<file path="src/logic/csp_map.vh">
// Register offsets, field positions and reset values of the socket supply/clock block
`ifndef CSP_MAP_VH
`define CSP_MAP_VH
`define CSP_OFF_SUPPLY     12'h010
`define CSP_OFF_CLKPM      12'h020
`define CSP_OFF_IRQ_STAT   12'h030
`define CSP_OFF_IRQ_MASK   12'h034
`define CSP_OFF_CARD_TYPE  12'h038
`define CSP_VPP_LSB        0
`define CSP_VCC_LSB        4
`define CSP_HALT_BIT       7
`define CSP_ONE_BIT        10
`define CSP_THR_SEL_BIT    0
`define CSP_THR_EN_BIT     16
`define CSP_RATE_BIT       24
`define CSP_TOUCH_BIT      25
`define CSP_VCC_OFF        3'h0
`define CSP_VCC_5V         3'h2
`define CSP_VCC_3V3        3'h3
`define CSP_VCC_YV         3'h5
`define CSP_VPP_OFF        3'h0
`define CSP_VPP_12V        3'h1
`define CSP_VPP_5V         3'h2
`define CSP_VPP_3V3        3'h3
`define CSP_VPP_XV         3'h4
`define CSP_VPP_YV         3'h5
`define CSP_SLOW_DIV       5'h10
`define CSP_IRQ_TOUCH      0
`define CSP_IRQ_REFUSE     1
`define CSP_IRQ_RATE       2
`endif

</file>
<file path="src/logic/csp_supply_check.v">
// Decides whether a supply request suits the card type present
`timescale 1ns/1ps
`default_nettype none
`include "csp_map.vh"
module csp_supply_check (
    // Request and card capability
    input  wire [2:0] vcc_req_i,
    input  wire [2:0] vpp_req_i,
    input  wire [3:0] card_volt_i,
    input  wire       card_present_i,
    // Verdict
    output reg        accept_o
);
    reg vcc_ok;
    reg vpp_ok;
    // card_volt_i bits: 0 = 5 V, 1 = 3.3 V, 2 = X.X V, 3 = Y.Y V capable
    always @* begin
        case (vcc_req_i)
            `CSP_VCC_OFF: vcc_ok = 1'b1;
            `CSP_VCC_5V:  vcc_ok = card_present_i & card_volt_i[0];
            `CSP_VCC_3V3: vcc_ok = card_present_i & card_volt_i[1];
            `CSP_VCC_YV:  vcc_ok = card_present_i & card_volt_i[3];
            default:      vcc_ok = 1'b0;
        endcase
        case (vpp_req_i)
            `CSP_VPP_OFF: vpp_ok = 1'b1;
            `CSP_VPP_12V: vpp_ok = card_present_i;
            `CSP_VPP_5V:  vpp_ok = card_present_i & card_volt_i[0];
            `CSP_VPP_3V3: vpp_ok = card_present_i & card_volt_i[1];
            `CSP_VPP_XV:  vpp_ok = card_present_i & card_volt_i[2];
            `CSP_VPP_YV:  vpp_ok = card_present_i & card_volt_i[3];
            default:      vpp_ok = 1'b0;
        endcase
        accept_o = vcc_ok & vpp_ok;
    end
endmodule
`default_nettype wire

</file>
<file path="src/logic/csp_clk_throttle.v">
// Card clock stop / divide-by-16 engine
`timescale 1ns/1ps
`default_nettype none
`include "csp_map.vh"
module csp_clk_throttle (
    // Clock and reset
    input  wire clk_i,
    input  wire rst_i,
    // Policy
    input  wire enable_i,
    input  wire slow_sel_i,
    input  wire halt_any_i,
    input  wire bus_stop_pending_i,
    input  wire card_idle_i,
    // Results
    output reg  card_clk_en_o,
    output reg  throttled_o
);
    reg  [4:0] div_cnt;
    wire       try_now;
    // Throttle only when enabled, card idle and policy allows
    assign try_now = enable_i & card_idle_i & (halt_any_i | bus_stop_pending_i);
    always @(posedge clk_i) begin
        if (rst_i) begin
            div_cnt       <= 5'h00;
            card_clk_en_o <= 1'b1;
            throttled_o   <= 1'b0;
        end else begin
            throttled_o <= try_now;
            if (!try_now) begin
                div_cnt       <= 5'h00;
                card_clk_en_o <= 1'b1;
            end else if (!slow_sel_i) begin
                card_clk_en_o <= 1'b0;        // Stopped
            end else begin
                // One enable every 16 clocks
                div_cnt       <= (div_cnt == `CSP_SLOW_DIV - 5'h01) ? 5'h00 : div_cnt + 5'h01;
                card_clk_en_o <= (div_cnt == 5'h00);
            end
        end
    end
endmodule
`default_nettype wire

</file>
<file path="src/logic/csp_socket_ctrl.v">
// Socket supply request and card clock power management registers over APB
//
// Decided for this implementation: the APB interface to the registers.
`timescale 1ns/1ps
`default_nettype none
`include "csp_map.vh"
module csp_socket_ctrl (
    // Clock and resets
    input  wire        SYS_CLK_I,
    input  wire        RST_I,
    input  wire        BUS_RESET_I,
    input  wire        PME_ENABLE_I,
    // APB slave
    input  wire        PSEL_I,
    input  wire        PENABLE_I,
    input  wire        PWRITE_I,
    input  wire [11:0] PADDR_I,
    input  wire [31:0] PWDATA_I,
    output reg  [31:0] PRDATA_O,
    output reg         PREADY_O,
    output reg         PSLVERR_O,
    // Card side
    input  wire        CARD_PRESENT_I,
    input  wire [3:0]  CARD_VOLT_I,
    input  wire        CARD_ACCESS_I,
    input  wire        CARD_IDLE_I,
    input  wire        BUS_STOP_PENDING_I,
    output reg  [2:0]  CARD_SUPPLY_O,
    output reg  [2:0]  PROGRAM_VOLTAGE_O,
    output reg         CARD_CLK_EN_O,
    // Interrupt
    output reg         IRQ_O
);
    // Register state
    reg  [2:0] card_supply_request;
    reg  [2:0] program_voltage_request;
    reg        clock_halt_policy;
    reg        clock_throttle_enable;
    reg        clock_throttle_select;
    reg        socket_touched_flag;
    reg        clock_rate_changed_flag;
    reg  [2:0] irq_stat;
    reg  [2:0] irq_mask;
    reg  [2:0] next_card_supply;
    reg  [2:0] next_program_voltage;
    reg  [31:0] next_rdata;
    reg        next_err;
    // Internal signals
    wire       access_phase;
    wire       wr_now;
    wire       rd_now;
    wire       ctx_clear;
    wire       supply_ok;
    wire       clk_en_int;
    wire       throttled;
    wire       rate_rise;
    wire       touch_rise;
    wire       refuse_evt;
    wire [2:0] irq_events;
    reg        prev_throttled;
    // Slave answers in the access phase itself: zero wait states
    assign access_phase = PSEL_I & PENABLE_I;
    assign wr_now       = access_phase & PWRITE_I;
    assign rd_now       = access_phase & ~PWRITE_I;
    assign ctx_clear = RST_I | (BUS_RESET_I & ~PME_ENABLE_I);

    csp_supply_check u_check (
        .vcc_req_i      (PWDATA_I[`CSP_VCC_LSB+2:`CSP_VCC_LSB]),
        .vpp_req_i      (PWDATA_I[`CSP_VPP_LSB+2:`CSP_VPP_LSB]),
        .card_volt_i    (CARD_VOLT_I),
        .card_present_i (CARD_PRESENT_I),
        .accept_o       (supply_ok)
    );

    csp_clk_throttle u_throttle (
        .clk_i              (SYS_CLK_I),
        .rst_i              (RST_I),
        .enable_i           (clock_throttle_enable),
        .slow_sel_i         (clock_throttle_select),
        .halt_any_i         (clock_halt_policy),
        .bus_stop_pending_i (BUS_STOP_PENDING_I),
        .card_idle_i        (CARD_IDLE_I),
        .card_clk_en_o      (clk_en_int),
        .throttled_o        (throttled)
    );

    // Refused supply writes leave the request unchanged and raise an event
    assign refuse_evt = wr_now & (PADDR_I == `CSP_OFF_SUPPLY) & ~supply_ok;

    always @* begin
        next_card_supply     = card_supply_request;
        next_program_voltage = program_voltage_request;
        if (wr_now && PADDR_I == `CSP_OFF_SUPPLY && supply_ok) begin
            next_card_supply     = PWDATA_I[`CSP_VCC_LSB+2:`CSP_VCC_LSB];
            next_program_voltage = PWDATA_I[`CSP_VPP_LSB+2:`CSP_VPP_LSB];
        end
    end

    // context registers, kept across bus reset when PME enabled
    always @(posedge SYS_CLK_I) begin
        if (ctx_clear) begin
            card_supply_request     <= `CSP_VCC_OFF;
            program_voltage_request <= `CSP_VPP_OFF;
            clock_halt_policy       <= 1'b0;
        end else begin
            card_supply_request     <= next_card_supply;
            program_voltage_request <= next_program_voltage;
            if (wr_now && PADDR_I == `CSP_OFF_SUPPLY)
                clock_halt_policy <= PWDATA_I[`CSP_HALT_BIT];
        end
    end

    // Throttle controls are cleared by either reset
    always @(posedge SYS_CLK_I) begin
        if (RST_I | BUS_RESET_I) begin
            clock_throttle_enable <= 1'b0;
            clock_throttle_select <= 1'b0;
        end else if (wr_now && PADDR_I == `CSP_OFF_CLKPM) begin
            clock_throttle_enable <= PWDATA_I[`CSP_THR_EN_BIT];
            clock_throttle_select <= PWDATA_I[`CSP_THR_SEL_BIT];
        end
    end

    // status bits see only the global reset
    always @(posedge SYS_CLK_I) begin
        if (RST_I) begin
            socket_touched_flag     <= 1'b0;
            clock_rate_changed_flag <= 1'b0;
            prev_throttled          <= 1'b0;
        end else begin
            prev_throttled          <= throttled;
            clock_rate_changed_flag <= throttled;
            // access flag, a fresh access wins over the read clear
            if (CARD_ACCESS_I)
                socket_touched_flag <= 1'b1;
            else if (rd_now && PADDR_I == `CSP_OFF_CLKPM)
                socket_touched_flag <= 1'b0;
        end
    end

    assign touch_rise = CARD_ACCESS_I & ~socket_touched_flag;
    assign rate_rise  = throttled & ~prev_throttled;
    assign irq_events = {rate_rise, refuse_evt, touch_rise};

    // Sticky interrupt status, write one to clear, set beats clear
    genvar gi;
    generate
        for (gi = 0; gi < 3; gi = gi + 1) begin : g_irq
            always @(posedge SYS_CLK_I) begin
                if (RST_I)
                    irq_stat[gi] <= 1'b0;
                else if (irq_events[gi])
                    irq_stat[gi] <= 1'b1;
                else if (wr_now && PADDR_I == `CSP_OFF_IRQ_STAT && PWDATA_I[gi])
                    irq_stat[gi] <= 1'b0;
            end
        end
    endgenerate

    // Interrupt mask
    always @(posedge SYS_CLK_I) begin
        if (RST_I)
            irq_mask <= 3'h0;
        else if (wr_now && PADDR_I == `CSP_OFF_IRQ_MASK)
            irq_mask <= PWDATA_I[2:0];
    end

    // Read mux; unmapped addresses read zero with an error
    always @* begin
        next_rdata = 32'h0000_0000;
        next_err   = 1'b0;
        case (PADDR_I)
            `CSP_OFF_SUPPLY: begin
                // fixed one at bit 10, other spare bits zero
                next_rdata[`CSP_ONE_BIT]                  = 1'b1;
                next_rdata[`CSP_HALT_BIT]                 = clock_halt_policy;
                next_rdata[`CSP_VCC_LSB+2:`CSP_VCC_LSB]   = card_supply_request;
                next_rdata[`CSP_VPP_LSB+2:`CSP_VPP_LSB]   = program_voltage_request;
            end
            `CSP_OFF_CLKPM: begin
                next_rdata[`CSP_TOUCH_BIT]   = socket_touched_flag;
                next_rdata[`CSP_RATE_BIT]    = clock_rate_changed_flag;
                next_rdata[`CSP_THR_EN_BIT]  = clock_throttle_enable;
                next_rdata[`CSP_THR_SEL_BIT] = clock_throttle_select;
            end
            `CSP_OFF_IRQ_STAT:  next_rdata[2:0] = irq_stat;
            `CSP_OFF_IRQ_MASK:  next_rdata[2:0] = irq_mask;
            `CSP_OFF_CARD_TYPE: next_rdata[4:0] = {CARD_PRESENT_I, CARD_VOLT_I};
            default:            next_err = 1'b1;
        endcase
    end

    // Registered APB answer: ready in the first cycle of the access phase
    always @(posedge SYS_CLK_I) begin
        if (RST_I) begin
            PREADY_O  <= 1'b0;
            PRDATA_O  <= 32'h0000_0000;
            PSLVERR_O <= 1'b0;
        end else begin
            PREADY_O  <= PSEL_I & ~PENABLE_I;
            PRDATA_O  <= next_rdata;
            PSLVERR_O <= PSEL_I & ~PENABLE_I & next_err;
        end
    end

    // Registered outputs toward the card and host
    always @(posedge SYS_CLK_I) begin
        if (RST_I) begin
            CARD_SUPPLY_O     <= `CSP_VCC_OFF;
            PROGRAM_VOLTAGE_O <= `CSP_VPP_OFF;
            CARD_CLK_EN_O     <= 1'b1;
            IRQ_O             <= 1'b0;
        end else begin
            CARD_SUPPLY_O     <= CARD_PRESENT_I ? card_supply_request : `CSP_VCC_OFF;
            PROGRAM_VOLTAGE_O <= CARD_PRESENT_I ? program_voltage_request : `CSP_VPP_OFF;
            // divided or stopped card clock enable
            CARD_CLK_EN_O     <= clk_en_int;
            IRQ_O             <= |(irq_stat & irq_mask);
        end
    end
endmodule
`default_nettype wire

</file>
<file path="config.mk">
export PLATFORM = sky130hd
export DESIGN_NAME = csp_socket_ctrl
export DESIGN_NICKNAME = d
export VERILOG_FILES = /design/src/logic/csp_supply_check.v /design/src/logic/csp_clk_throttle.v /design/src/logic/csp_socket_ctrl.v
export VERILOG_INCLUDE_DIRS = /design/src /design/src/logic
export SDC_FILE = /design/constraint.sdc
export NUM_CORES = 1
export LEC_CHECK = 0
export ABC_AREA = 1
export BUFFER_PORTS_ARGS = -buffer_cell sky130_fd_sc_hd__buf_2
export CAP_MARGIN = 20
export CORE_ASPECT_RATIO = 0.6
export CORE_MARGIN = 4
export CORE_UTILIZATION = 35
export CTS_CLUSTER_DIAMETER = 30
export DETAILED_ROUTE_END_ITERATION = 10
export SLEW_MARGIN = 15
export SYNTH_ARGS = -nofsm -noshare
export SYNTH_HDL_FRONTEND = slang
export SYNTH_SLANG_ARGS = --single-unit
</file>
<file path="constraint.sdc">
create_clock -name SYS_CLK_I -period 1.4 [get_ports SYS_CLK_I]
set_input_delay 0.21 -clock SYS_CLK_I [delete_from_list [all_inputs] [get_ports SYS_CLK_I]]
set_output_delay 0.21 -clock SYS_CLK_I [all_outputs]
set_load 0.005 [all_outputs]
</file>
==> impl_metrics.yaml, run 1 <==
yosys:
  syn_area_mm2: 0.00221
  synth_area_leader_cell: "dfxtp_1"
  yosysTopAreaCellShare_pct: 41.6
  ys_types: 29
  yosys_warnings: 0
  ys_top_cells_by_area: "dfxtp_1, nor2_1, nand2_1, buf_4, inv_1"
  ys_seq_area_share_pct: 41.6
  yosys_register_bits: 46
  async_flop_share_pct: 0
  syn_inst: 307
  synth_edf_count: 0
  ys.flop_type: "dfxtp_1"
  syn_area_per_cell_um2: 7.21
clock_network:
  root_buffer: "clkbuf_8"
  cts_made_buffers: 5
  cts_setup_buffers: 0
  clkTransAtPathRegs_ps: 90
  tritoncts: "yes"
  cts_htree_levels: 2
  cts-hold-fix-buffers: 0
  clock_path_buffers: 2
  cts_resized: 0
  cts.sinks: 46
  clk_latency_ps: 300
power_and_ir_drop:
  ir_worst_vdd_mv: 0.652
  p_leak_nw: 1.31
  pwr_density_cell_mw_per_mm2: 879
setup_path:
  critPathMaxFanout: 4
  path_cells: "ha_1, nand3_1, o31ai_1, nor3_1"
  cp-end-kind: "flip-flop"
  path_class: "flip-flop to flip-flop"
  reg2reg_depth: 4
  critPathArrivalTime_ps: 1440
  cpPeakStageDelay_ps: 400
  cp.required_ps: 1580
  crit_path_start_kind: "flip-flop"
  critPathSlowestCell: "dfxtp_1"
grt:
  grt_pass1_wl_um: 8560
  grt_use_total_pct: 13.3
  antenna_found_initial: 0
  overflow: 0
  grt_pass1_vias: 1785
  grt_max_degree: 17
final_layout:
  regArea_um2: 921
  nFillCells: 627
  final_nets: 441
  final_cell_mix: "nor2_1, buf_2, nand2_1"
  final_cell_area_mm2: 0.00270
  drive_above_1_share_pct: 25.7
  area_growth_pct: 21.9
  multi_input_area_mm2: 0.00102
  diodes: 0
detailed_routing:
  drc_errors: 0
  avgViaCountPerCell: 4.27
  ant_nets: 0
  drtPass1Iterations: 4
  num_vias: 1986
  finalWirelength_um: 5180
  drt_iter0_drc: 125
  wl_per_cell_um: 11.1
place:
  hpwl_um: 4260
  numPortBuffers: 56
  place_congestion: 0.883
  place_area_mm2: 0.00260
min_path:
  holdPathStages: 3
  hold_class: "input port to flip-flop"
sta:
  holdWs_ps: 132
  clock_skew_ps: 4.09
  timing.final.crit_share_pct: 89.5
  post-route-min-period_ps: 1250
  rsz0062_at_grt: "false"
  clock.fmax_mhz: 798
  finalHoldViolations: 0
  setup_viol: 0
  finalMaxSlewViolations: 0
die:
  rows: 22
  ios: 101
  die_x_um: 111
  start_util_pct: 36.2
  coreArea_mm2: 0.00611
  design.die.area_mm2: 0.00770
  die_y_um: 69.6
flow_run:
  maxCapViolations: 0
status:
  run_status: "complete, no violations"
flip-flops by register name, indices dropped and copies added (netlist names), 3 cells and up:
signal	flops
PRDATA_O	12
irq_mask	3
card_supply_request	3
PROGRAM_VOLTAGE_O	3
irq_stat	3
u_throttle.div_cnt	5
CARD_SUPPLY_O	3
program_voltage_request	3
power breakdown:
group          switching, W  internal, W
combinational      0.000136    0.0000831
sequential       0.00000368      0.00131
clock              0.000477     0.000358
worst paths after layout:
path	endpoint	start	slack [ps]
setup / recovery	u_throttle.div_cnt[0]	u_throttle.div_cnt[0]	150
hold / removal	clock_throttle_enable	PWDATA_I[16]	130
setup reg to reg	u_throttle.div_cnt[0]	u_throttle.div_cnt[0]	150
hold reg to reg	CARD_CLK_EN_O	u_throttle.card_clk_en_o	420
routing by layer:
metal	global-route usage [%]	wire length (um)	vias up
met5	0	0	-
met4	2.05	17	0
met3	2.96	385	2
met2	17.8	1880	72
met1	21.6	2900	849
li1	-	-	1063
Yosys cell counts (2+ instances only):
cell type  count
a21oi_1       11
o21ai_0        6
nand3_2        4
o21ai_1        4
nand4_1        6
nand2_2        3
nor2_4         4
buf_4         21
nand2_1       55
dfxtp_1       46
ha_1           2
nor3_1         4
inv_1         42
nor2_1        56
nor2_2         4
nand3_1       26
critical path, delay by kind of cell, from the launching register on:
family                   cells  cell delay, ps
flip-flops                   1             400
AO/OA/AOI/OAI                1             360
AND/OR/NAND/NOR              2             200
adder cells (fa/ha/maj)      1             190
through the flow:
stage | total power [W] | setup slack, ps | setup TNS [ps] | util, % | instances
3_5_place_dp | 0.00157 | -20.4 | -85.4 | 42.6 | 457
2_1_floorplan | 0.00150 | 252 | 0 | - | 326
6_report | 0.00237 | 147 | 0 | 44.1 | 465
5_1_grt | 0.00248 | 65.2 | 0 | 44.1 | 465
4_1_cts | 0.00239 | 179 | 0 | 44.1 | 465
3_3_place_gp | 0.00156 | -23.7 | -119 | 42.6 | 457
kinds of logic (layout without fill, tap and decap cells):
family	after synthesis	after routing	share of synthesized area, %
DFF	46	46	41.6
AOI/OAI and AO/OA	23	23	5.37
and+or+nand+nor	167	167	36.0
xor gates and xnor gates	1	1	0.396
adders and majority gates	2	2	1.13
other	1	20	0.170
buffers and inverters	67	122	15.3
cell type report:
class / instances / area share, %
clock buffers: 5 / 2.55
clock inverters: 3 / 0.882
inverters: 43 / 5.99
multi-input cells: 213 / 38.0
flip-flops and latches: 46 / 34.2
well taps: 84 / 3.90
repair buffers: 71 / 14.6
No activity file was read; power rests on OpenSTA's default activity.
==> run 2: changes to the inputs <==
--- a/config.mk
+++ b/config.mk
@@ -6,7 +6,6 @@
 export SDC_FILE = /design/constraint.sdc
 export NUM_CORES = 1
 export LEC_CHECK = 0
-export ABC_AREA = 1
 export BUFFER_PORTS_ARGS = -buffer_cell sky130_fd_sc_hd__buf_2
 export CAP_MARGIN = 20
 export CORE_ASPECT_RATIO = 0.6
==> impl_metrics.yaml, run 2 <==
yosys:
  yosys_warnings: 0
  yosys_register_bits: 46
  async_flop_share_pct: 0
  syn_inst: 232
  ys_types: 48
  yosysMostFrequentCell: "dfxtp_1"
  ys.flop_type: "dfxtp_1"
  yosysTopAreaCellShare_pct: 43.3
  ys_seq_area_share_pct: 43.3
  synth_area_leader_cell: "dfxtp_1"
  synth_common_cells: "dfxtp_1, buf_4, nand2_1, a21oi_1, and2_1"
  ys_top_cells_by_area: "dfxtp_1, buf_4, and2_1, a21oi_1, mux2i_1"
  synth_edf_count: 0
  syn_area_per_cell_um2: 9.17
  syn_area_mm2: 0.00213
setup_path:
  cp.depth: 7
  cp-end-kind: "flip-flop"
  path_buf_inv: 2
  crit_family: "simple AND/OR/NAND/NOR gates"
  cpPeakStageDelay_ps: 520
  cp.required_ps: 1610
  path_class: "input port to flip-flop"
  critPathMaxFanout: 4
  crit_top_cell: "buf_6"
  startpoint: "PADDR_I[9]"
  path_cells: "buf_6, nor4_4, nand3_2, buf_6, or4_4, a21oi_2, nor2_1"
  critPathArrivalTime_ps: 1610
  r2r_start: "program_voltage_request[0]"
  reg2reg_depth: 4
  critPathSlowestCell: "or4_4"
  crit_path_start_kind: "input port"
clock_network:
  cts-hold-fix-buffers: 0
  cts.sinks: 46
  cts_made_buffers: 5
  clk_latency_ps: 310
  clock_path_buffers: 2
  cts_htree_levels: 2
  tritoncts: "yes"
  root_buffer: "clkbuf_8"
  clkTransAtPathRegs_ps: 90
detailed_routing:
  avgViaCountPerCell: 4.62
  drtPass1Iterations: 5
  drc_errors: 0
  wl_per_cell_um: 13.8
  drt_iter0_drc: 91
  num_vias: 1888
  finalWirelength_um: 5650
  ant_nets: 0
final_layout:
  final_nets: 389
  regArea_um2: 922
  diodes: 0
  regMostFlops: "PRDATA_O"
  drive_above_1_share_pct: 38.3
  nFillCells: 575
  final_cell_mix: "buf_2, dfxtp_1, buf_4"
  top_regs: "PRDATA_O (12), u_throttle.div_cnt (5)"
  multi_input_area_mm2: 0.00111
  final_common_cell: "buf_2"
  largest_reg_flops: 12
  area_growth_pct: 35.7
status:
  violations: "setup timing"
  run_status: "complete, but fails checks"
sta:
  post-route-min-period_ps: 1400
  setup_viol: 1
  relSlewSlack_pct: 65.7
  holdWs_ps: 92.0
  clock_skew_ps: 5.91
  timing.final.crit_share_pct: 100
  finalHoldViolations: 0
  rsz0062_at_grt: "true"
  finalMaxSlewViolations: 0
  tightest_slew_ps: 509
  timing.final.ws_setup_ps: -0.826
  clock.fmax_mhz: 714
grt:
  grt_pass1_wl_um: 8960
  grt_max_degree: 15
  overflow: 0
  grt_use_total_pct: 16.1
  grt_pass1_vias: 1799
  antenna_found_initial: 0
flow_run:
  maxCapViolations: 0
min_path:
  hp-start: "BUS_RESET_I"
  holdPathStages: 2
  hold_class: "input port to flip-flop"
die:
  die_x_um: 109
  rows: 21
  design.die.area_mm2: 0.00743
  coreArea_mm2: 0.00573
  die_y_um: 68.4
  ios: 101
  start_util_pct: 37.2
place:
  numPortBuffers: 56
  post-place-ws_ps: -347
  place_congestion: 0.864
  hpwl_um: 4540
power_and_ir_drop:
  pwr_density_cell_mw_per_mm2: 863
  power_w: 0.00249
  ir_worst_vdd_mv: 0.499
  p_leak_nw: 1.26
[run 2: worst reg2reg max path, cell delays in order, from the launching register on]
cell	delay (ps)
dfxtp_2	330
or3b_1	360
a2111oi_2	330
a21oi_1	120
nor3b_2	190
[run 2: through the flow]
stage | cells | area [um^2] | setup TNS [ps] | utilization, %
after global routing | 409 | 2890 | -260 | 50.4
after floorplan | 251 | 2230 | -2210 | -
after global placement | 398 | 2690 | -5940 | 47.0
final | 409 | 2890 | -0.826 | 50.4
after detailed placement | 398 | 2690 | -5890 | 47.0
after CTS | 407 | 2820 | -30.3 | 49.3
[run 2: cell type report]
cell class | instances | area share [%]
well taps | 80 | 3.47
flip-flops and latches | 46 | 31.9
clock inverters | 1 | 0.303
multi-input cells | 170 | 38.6
inverters | 7 | 0.910
repair buffers | 98 | 21.4
clock buffers | 7 | 3.34
[run 2: cell families after synthesis]
family | synth area share [%]
AOI/OAI and AO/OA | 12.0
xor gates and xnor gates | 1.23
adders and majority gates | 1.18
buffers and inverters | 10.2
DFF | 43.3
muxes | 4.29
other | 0.176
and+or+nand+nor | 27.6
[run 2: power breakdown]
group	leakage (nW)	internal (W)	switching, W
Clock	0.0544	0.000452	0.000451
Combinational	0.837	0.000124	0.000148
Sequential	0.372	0.00131	0.00000323
[run 2: final timing paths]
check | end | slack, ps
setup / recovery | socket_touched_flag | -0.8
hold reg to reg | CARD_CLK_EN_O | 420
hold / removal | clock_throttle_enable | 90
setup reg to reg | PRDATA_O[0] | 10
[run 2: metal layers]
metal	global-route usage, %	routed length, um
met5	0	0
met1	24.4	3030
met3	6.50	526
met2	21.2	2070
met4	2.36	31
[run 2: timing repair]
action	CTS	global route
setup endpoints to repair	9	16
hold endpoints to repair	0	0
pin swaps	6	6
buffers inserted	1	2
resized for setup	7	10
